===== config.mk =====
export PLATFORM = sky130hd
export DESIGN_NAME = cmpmx_ctrl
export DESIGN_NICKNAME = d
export VERILOG_FILES = /design/src/cmpmx_pkg.sv /design/src/cmpmx_ctrl.sv /design/src/cmpmx_sync.sv
export SDC_FILE = /design/constraint.sdc
export NUM_CORES = 1
export LEC_CHECK = 0
export BUFFER_PORTS_ARGS = -buffer_cell sky130_fd_sc_hd__buf_4
export CAP_MARGIN = 30
export CORE_MARGIN = 3
export CORE_UTILIZATION = 40
export DETAILED_ROUTE_END_ITERATION = 10
export PLACE_DENSITY_LB_ADDON = 0.2
export SLEW_MARGIN = 20
export SYNTH_ARGS = -nofsm -noshare
export SYNTH_HDL_FRONTEND = slang
export SYNTH_SLANG_ARGS = --single-unit

===== constraint.sdc =====
create_clock -name i_clk_sys -period 1.45 [get_ports i_clk_sys]
set_input_delay 0.145 -clock i_clk_sys [delete_from_list [all_inputs] [get_ports i_clk_sys]]
set_output_delay 0.145 -clock i_clk_sys [all_outputs]
set_load 0.01 [all_outputs]

===== src/cmpmx_pkg.sv =====
package cmpmx_pkg;

    // Special-function register addresses
    localparam logic [7:0] CMPMX_MODE_ADDR  = 8'h9d;
    localparam logic [7:0] CMPMX_MUX_ADDR   = 8'h9f;

    // Reset values
    localparam logic [7:0] CMPMX_MODE_RESET = 8'h02;
    localparam logic [7:0] CMPMX_MUX_RESET  = 8'hff;

    // Mode register field positions and writable mask
    localparam int         CMPMX_RIE_BIT    = 5;
    localparam int         CMPMX_FIE_BIT    = 4;
    localparam int         CMPMX_MD_LSB     = 0;
    localparam logic [7:0] CMPMX_MODE_MASK  = 8'h33;

    // Mux register field positions; top bit of each field means no pin
    localparam int         CMPMX_NSEL_LSB   = 4;
    localparam int         CMPMX_PSEL_LSB   = 0;
    localparam int         CMPMX_SEL_W      = 4;
    localparam int         CMPMX_PINS       = 8;

    // Crossbar enable bits for the two comparator outputs
    localparam int         CMPMX_XB_RAW_BIT = 5;
    localparam int         CMPMX_XB_SYN_BIT = 4;

    // Synchroniser depth
    localparam int         CMPMX_SYNC_DEPTH = 2;

    // Response-time codes
    typedef enum logic [1:0] {
        CMPMX_MD_FAST  = 2'h0,
        CMPMX_MD_MID1  = 2'h1,
        CMPMX_MD_MID2  = 2'h2,
        CMPMX_MD_LOWPW = 2'h3
    } cmpmx_md_e;

    // Stored fields of the mode register
    typedef struct packed {
        logic      rise_irq_enable;
        logic      fall_irq_enable;
        cmpmx_md_e response_mode_code;
    } cmpmx_mode_s;

    // Stored fields of the mux register
    typedef struct packed {
        logic [3:0] negative_input_select;
        logic [3:0] positive_input_select;
    } cmpmx_mux_s;

    // One pin output with its enable
    typedef struct packed {
        logic out;
        logic oe;
    } cmpmx_pin_s;

endpackage : cmpmx_pkg


===== src/cmpmx_ctrl.sv =====
// Function
// - Mode register bits 7-6 and 3-2 read zero, writes there ignored
// - Rise interrupt enable lets a set rising flag request the interrupt
// - Fall interrupt enable lets a set falling flag request the interrupt
// - Mode bits 1-0 pick response time, driven to analog core
// - Mux high nibble picks negative input pin, top bit means none
// - Mux low nibble picks positive input pin, top bit means none
// - Raw comparator output reaches P1.2 only with crossbar bit 5
// - Synchronised output reaches P1.3 only with crossbar bit 4
// - Rising and falling edges set sticky flags until software clears
// - Disabled comparator holds any routed output pin low
`timescale 1ns/1ps
module cmpmx_ctrl
    import cmpmx_pkg::*;
(
    input  wire logic              i_clk_sys,
    input  wire logic              i_nrst,
    input  wire logic [7:0]        i_sfr_addr,
    input  wire logic              i_sfr_wr,
    input  wire logic              i_sfr_rd,
    input  wire logic [7:0]        i_sfr_wdata,
    output logic [7:0]             o_sfr_rdata,
    output logic                   o_sfr_hit,
    input  wire logic              i_comparator_on,
    input  wire logic              i_raw_compare_out,
    input  wire logic [7:0]        i_crossbar_enable_reg,
    input  wire logic              i_rise_flag_clr,
    input  wire logic              i_fall_flag_clr,
    output logic                   o_rise_edge_flag,
    output logic                   o_fall_edge_flag,
    output logic                   o_compare_result_bit,
    output logic                   o_cmp_irq,
    output cmpmx_pkg::cmpmx_md_e   o_response_mode_code,
    output logic [7:0]             o_minus_pin_sel,
    output logic [7:0]             o_plus_pin_sel,
    output cmpmx_pkg::cmpmx_pin_s  o_p1_2,
    output cmpmx_pkg::cmpmx_pin_s  o_p1_3
);
    import cmpmx_pkg::*;

    cmpmx_mode_s mode_reg;
    cmpmx_mux_s  mux_reg;
    logic        synced_compare_out;
    logic        prev_reg;
    logic        rise_evt;
    logic        fall_evt;

    // Nibble to one-hot pin select; top bit set leaves every pin open
    function automatic logic [7:0] sel_decode(input logic [3:0] code);
        logic [7:0] onehot;
        onehot = 8'h00;
        if (!code[3]) begin
            onehot[code[2:0]] = 1'b1;
        end
        return onehot;
    endfunction : sel_decode

    // Mode register; only the four live bits are stored
    always_ff @(posedge i_clk_sys) begin
        if (!i_nrst) begin
            mode_reg <= cmpmx_mode_s'({CMPMX_MODE_RESET[CMPMX_RIE_BIT],
                                       CMPMX_MODE_RESET[CMPMX_FIE_BIT],
                                       CMPMX_MODE_RESET[CMPMX_MD_LSB+:2]});
        end else if (i_sfr_wr && i_sfr_addr == CMPMX_MODE_ADDR) begin
            mode_reg.rise_irq_enable    <= i_sfr_wdata[CMPMX_RIE_BIT];
            mode_reg.fall_irq_enable    <= i_sfr_wdata[CMPMX_FIE_BIT];
            mode_reg.response_mode_code <= cmpmx_md_e'(i_sfr_wdata[CMPMX_MD_LSB+:2]);
        end
    end

    // Mux register, fully writable
    always_ff @(posedge i_clk_sys) begin
        if (!i_nrst) begin
            mux_reg <= cmpmx_mux_s'(CMPMX_MUX_RESET);
        end else if (i_sfr_wr && i_sfr_addr == CMPMX_MUX_ADDR) begin
            mux_reg <= cmpmx_mux_s'(i_sfr_wdata);
        end
    end

    // Registered read port; other addresses answer zero with no hit
    always_ff @(posedge i_clk_sys) begin
        if (!i_nrst) begin
            o_sfr_rdata <= 8'h00;
            o_sfr_hit   <= 1'b0;
        end else if (i_sfr_rd && i_sfr_addr == CMPMX_MODE_ADDR) begin
            o_sfr_rdata <= {2'h0, mode_reg.rise_irq_enable, mode_reg.fall_irq_enable,
                            2'h0, mode_reg.response_mode_code};
            o_sfr_hit   <= 1'b1;
        end else if (i_sfr_rd && i_sfr_addr == CMPMX_MUX_ADDR) begin
            o_sfr_rdata <= mux_reg;
            o_sfr_hit   <= 1'b1;
        end else begin
            o_sfr_rdata <= 8'h00;
            o_sfr_hit   <= 1'b0;
        end
    end

    // Raw result is asynchronous, so it is synchronised first
    cmpmx_sync #(
        .DEPTH    (CMPMX_SYNC_DEPTH)
    ) u_sync (
        .i_clk_sys(i_clk_sys),
        .i_nrst   (i_nrst),
        .i_async  (i_raw_compare_out),
        .o_sync   (synced_compare_out)
    );

    // Edge detector on the synchronised value only
    always_ff @(posedge i_clk_sys) begin
        if (!i_nrst) begin
            prev_reg <= 1'b0;
        end else begin
            prev_reg <= synced_compare_out;
        end
    end

    assign rise_evt             = synced_compare_out && !prev_reg;
    assign fall_evt             = !synced_compare_out && prev_reg;
    assign o_compare_result_bit = synced_compare_out;

    // Sticky flags; an edge in the clearing cycle wins so none is lost
    always_ff @(posedge i_clk_sys) begin
        if (!i_nrst) begin
            o_rise_edge_flag <= 1'b0;
            o_fall_edge_flag <= 1'b0;
        end else begin
            o_rise_edge_flag <= rise_evt || (o_rise_edge_flag && !i_rise_flag_clr);
            o_fall_edge_flag <= fall_evt || (o_fall_edge_flag && !i_fall_flag_clr);
        end
    end

    // Single interrupt request from both gated flags
    assign o_cmp_irq = (o_rise_edge_flag && mode_reg.rise_irq_enable)
                    || (o_fall_edge_flag && mode_reg.fall_irq_enable);

    // Analog-side selections
    assign o_response_mode_code = mode_reg.response_mode_code;
    assign o_minus_pin_sel      = sel_decode(mux_reg.negative_input_select);
    assign o_plus_pin_sel       = sel_decode(mux_reg.positive_input_select);

    // Raw path stays combinational so it works without the clock
    assign o_p1_2.oe  = i_crossbar_enable_reg[CMPMX_XB_RAW_BIT];
    assign o_p1_2.out = o_p1_2.oe && i_comparator_on && i_raw_compare_out;
    assign o_p1_3.oe  = i_crossbar_enable_reg[CMPMX_XB_SYN_BIT];
    assign o_p1_3.out = o_p1_3.oe && i_comparator_on && synced_compare_out;
endmodule : cmpmx_ctrl


===== src/cmpmx_sync.sv =====
`timescale 1ns/1ps
module cmpmx_sync #(
    parameter int DEPTH = 2
) (
    input  wire logic i_clk_sys,
    input  wire logic i_nrst,
    input  wire logic i_async,
    output logic      o_sync
);
    logic [DEPTH-1:0] stage_reg;

    // Plain shift chain; only the last stage is read outside
    always_ff @(posedge i_clk_sys) begin
        if (!i_nrst) begin
            stage_reg <= '0;
        end else begin
            stage_reg <= {stage_reg[DEPTH-2:0], i_async};
        end
    end

    assign o_sync = stage_reg[DEPTH-1];
endmodule : cmpmx_sync


* Word-level counts from Yosys, hierarchy flattened
Index checks and enable logic that the tools add are counted.
** Operators by class
- Reduce and logical (&&, ||, !) cells :: 24
- Order comparisons :: 4
- Bitwise operators :: 2
- Mux-type cells :: 10
- Eq/ne operators :: 2
** Operators with widths (number)
- equality test 8 bit, second input constant :: 2
- logical AND 1 bit :: 16
- 2-to-1 mux 8 bit :: 2
- 2-to-1 mux 6 bit :: 2
- less-than comparator 3 x 4 -> 1 bit, second input constant :: 2
- demux 1 bit (select 3 bit) :: 2
- >= comparator 3 x 1 -> 1 bit, second input constant :: 2
- zero test 1 bit :: 4
- 2-to-1 mux 1 bit :: 4
- logical OR 1 bit :: 3
- OR reduction 3 bit :: 1
- NOT 1 bit :: 2
** Storage, ports and cells
- Bits of input ports :: 32
- Output and inout bits :: 35
- Flip-flop bits (word level) :: 26

* Logic depth before layout (Yosys ltp)
- Depth after elaboration :: 5
- Depth in mapped cells :: 4
- Gate-level depth less buffers :: 4

* Hierarchy
From an unflattened synthesis, not the netlist that was laid out.
** Second synthesis, totals
- Cells, all modules :: 124
- Area, all modules :: 1181.1 um^2
** By module, submodules not included
- cmpmx_ctrl :: area an instance 1128.6 um^2, sequential area each 480.5 um^2, cells an instance 120, times used 1
- cmpmx_sync :: area an instance 52.6 um^2, sequential area each 40.0 um^2, cells an instance 4, times used 1

* Worst setup path after synthesis
Ideal clock, no wire load.
- Kind :: in2reg
- Start point :: input i_sfr_addr[6]
- End point :: register mode_reg[2] in the netlist's numbering
- Stages on the path :: 4
- Buffers on the path :: 1
- Required time :: 1378 ps
- Arrival :: 973 ps
- Setup time :: 72 ps
- Setup slack :: 406 ps
- Path through :: and4bb_4 -> and4b_1 -> buf_6 -> mux2i_1
** On the way
- Cells in the longest elaborated chain, start to end :: 2
** Ends and longest elaborated chain
- start, declared :: RTL line cmpmx_ctrl.sv:18 : input wire logic [7:0] i_sfr_addr,
- equality test 8 bit :: RTL line cmpmx_ctrl.sv:64 : end else if (i_sfr_wr && i_sfr_addr == CMPMX_MODE_ADDR) begin
- logical AND 1 bit :: RTL line cmpmx_ctrl.sv:64
- end signal, assigned :: RTL line cmpmx_ctrl.sv:61 : mode_reg <= cmpmx_mode_s'({CMPMX_MODE_RESET[CMPMX_RIE_BIT],
- end, declared :: RTL line cmpmx_ctrl.sv:41 : cmpmx_mode_s mode_reg;
Every way passes these cells.
A chain may end at the register's enable or synchronous reset.

* Worst setup path after layout
- Start point :: register mux_reg[7] in the netlist's numbering
- End point :: output o_minus_pin_sel[1]
** On the way
- Cells in the longest elaborated chain, start to end :: 1
** Ends and longest elaborated chain
- start, declared :: RTL line cmpmx_ctrl.sv:42 : cmpmx_mux_s mux_reg;
- start signal, assigned :: RTL line cmpmx_ctrl.sv:74 : mux_reg <= cmpmx_mux_s'(CMPMX_MUX_RESET);
- start signal, assigned :: RTL line cmpmx_ctrl.sv:76 : mux_reg <= cmpmx_mux_s'(i_sfr_wdata);
- 2-to-1 mux 8 bit :: RTL line cmpmx_ctrl.sv:52 : if (!code[3]) begin
- end, declared :: RTL line cmpmx_ctrl.sv:34 : output logic [7:0] o_minus_pin_sel,
Every way passes these cells.

==> impl_metrics.yaml <==
status:
  outcome: "complete, no violations"
sta:
  setup_tns_ns: 0
  min_period_ns: 1.35
  slew_violations: 0
  setup_violations: 0
  worstMarginPinSlew_ns: 0.268
  slew_headroom: 0.821
  rsz0062_at_grt: "true"
  setup_ws_ns: 0.102
  max_freq_ghz: 0.742
  period_share: 0.929
  fin_skew_ns: 0.000503
  finalHoldViolations: 0
detailed_routing:
  wl_per_cell_um: 12.5
  dr.pass1.iters: 4
  num_vias: 1027
  totalWireLength_mm: 2.64
  viasPerCell: 4.87
  drc: 0
  ant_nets: 0
  drt_iter0_markers: 14
synth:
  synth_nets: 157
  yosysTopAreaCellShare: 0.439
  synthFlopType: "dfxtp_1"
  netlist_top_cells_count: "dfxtp_1 (26), nor2b_1 (18), mux2i_1 (16), nor2_1 (10)"
  synth-seq-area-share: 0.439
  yosys_warnings: 0
  synth_edf_count: 0
  postSynthAreaPerCell_um2: 9.49
  synth_most_common_cell: "dfxtp_1"
  ys_ff_latch: 26
  ys_top_cells_by_area: "dfxtp_1 (44%), mux2i_1 (14%), nor2b_1 (9.5%)"
  synth_cells: 125
  synth_top_area_cell: "dfxtp_1"
  synth_cell_type_count: 24
  syn_area_um2: 1190
  async_reset_ff_frac: 0
floorplan:
  die_h_um: 60.5
  pin_count: 67
  core-area_um2: 2780
  initial_core_util: 0.426
  rows: 19
  die_x_um: 60.5
  die-area_um2: 3650
global_route:
  antenna_found_initial: 0
  grt_start_max_net_pins: 30
  met1_usage: 0.161
  grt.overflow.total: 0
  grt-busiest-layer: "met2"
  grt_usage: 0.144
  grt_pass1_wl_mm: 4.01
  grtUsageMet2: 0.267
  grt_pass1_vias: 955
  met3_usage: 0.0362
placed_design:
  dp_hpwl_mm: 2.10
  place_ws_ns: 0.134
  globalplace.congestion: 0.685
  port_buffers: 60
worst_setup_path:
  startpoint_type: "register"
  crit_path_end_kind: "output pin"
  worstPathArrival_ns: 1.20
  crit_type: "reg -> out"
  slowest_delay_ns: 0.39
  cp_slowest_cell: "dfxtp_1"
  crit_fanout: 7
  required_ns: 1.31
  worstPathCellList: "nand2b_1 -> nor3_1 -> buf_4"
  reg2reg_slack_ns: 0.65
clocking:
  ctsLongestPathBuffers: 2
  numCtsBuffers: 3
  insertion_delay_ns: 0.31
  post-cts-setup-buffers: 0
  htreeDepth: 1
  cts_root_buffer: "clkbuf_4"
  cts_tree: "built"
  clkTransAtPathRegs_ns: 0.13
  cts_num_sinks: 26
cells_and_area:
  final_nets: 213
  antenna_cells: 0
  drive_gt1_frac: 0.417
  final_util: 0.598
  area_growth_pct: 40.3
power_and_ir_drop:
  leakage_nw: 0.816
  worst_ir_drop_vdd_uv: 634
  power_density_nw_per_um2: 720
flow_run:
  maxCapViolCount: 0
min_path:
  hp-class: "in -> reg"
## cell type report
| class | instances | area [µm²] |
|---|---|---|
| flip-flops and latches | 26 | 527 |
| repair buffers | 60 | 450 |
| inverters | 4 | 15.0 |
| well taps | 31 | 38.8 |
| clock buffers | 4 | 36.3 |
| multi-input cells | 86 | 597 |
| fillers | 253 | 1120 |
## stage by stage
stage	hold WS [ns]	instances	power [W]	instance area (µm²)
finish	0.0295	211	0.00120	1660
global route	0.0128	211	0.00125	1660
CTS	0.0129	211	0.00122	1650
detailed placement	0.358	207	0.000861	1620
global placement	0.355	207	0.000858	1620
floorplan	0.267	125	0.000794	1190
## routing by layer
metal / vias to the layer above / part of all wire
li1: 527 / -
met1: 464 / 0.39
met2: 34 / 0.52
met3: 2 / 0.086
met4: 0 / 0.0042
met5: - / 0
## kinds of logic (layout without fill, tap and decap cells)
kind of cell,count (synthesis),in the layout,synth area share
AOI/OAI and AO/OA,3,3,0.0190
buffers and inverters,13,68,0.0622
DFF,26,26,0.439
muxes,16,16,0.135
and+or+nand+nor,67,67,0.345
## path summary, 6_finish.rpt
path                                                     start                             end  depth (start not counted)
worst max-delay path                   mux_reg[7]$_SDFFE_PN1P_              o_minus_pin_sel[1]                          3
worst min-delay path                         i_raw_compare_out  u_sync.stage_reg[0]$_SDFF_PN0_                          2
worst max register to register  u_sync.stage_reg[1]$_SDFF_PN0_     o_rise_edge_flag$_SDFF_PN0_                          3
worst min register to register  u_sync.stage_reg[0]$_SDFF_PN0_  u_sync.stage_reg[1]$_SDFF_PN0_                          1
## report_power, final
part	total [W]	leakage, nW	internal [W]	switching [W]
registers	0.000724	0.208	0.000720	0.00000371
logic	0.000120	0.588	0.0000747	0.0000454
clock network	0.000354	0.0210	0.000153	0.000201
## repair_timing
action,in CTS,in global routing
setup endpoints to repair,0,8
hold buffers,0,0
gates resized for setup,0,6
## placed cells by master (no fill, tap or decap), drive strengths merged, types with 2 or more instances in the layout
cell    instances
and2            4
and3            7
buf            60
clkbuf          4
dfxtp          26
inv             4
mux2i          16
nand2           8
nand2b          6
nand4           2
nor2           10
nor2b          18
nor3            8
nor4            2
## critical path, delay by kind of cell (launching register included)
| family | cells | cell delay (ns) |
|---|---|---|
| buf+inv | 1 | 0.15 |
| flops | 1 | 0.39 |
| simple gates | 2 | 0.36 |
(Power assumes the default switching activity.)
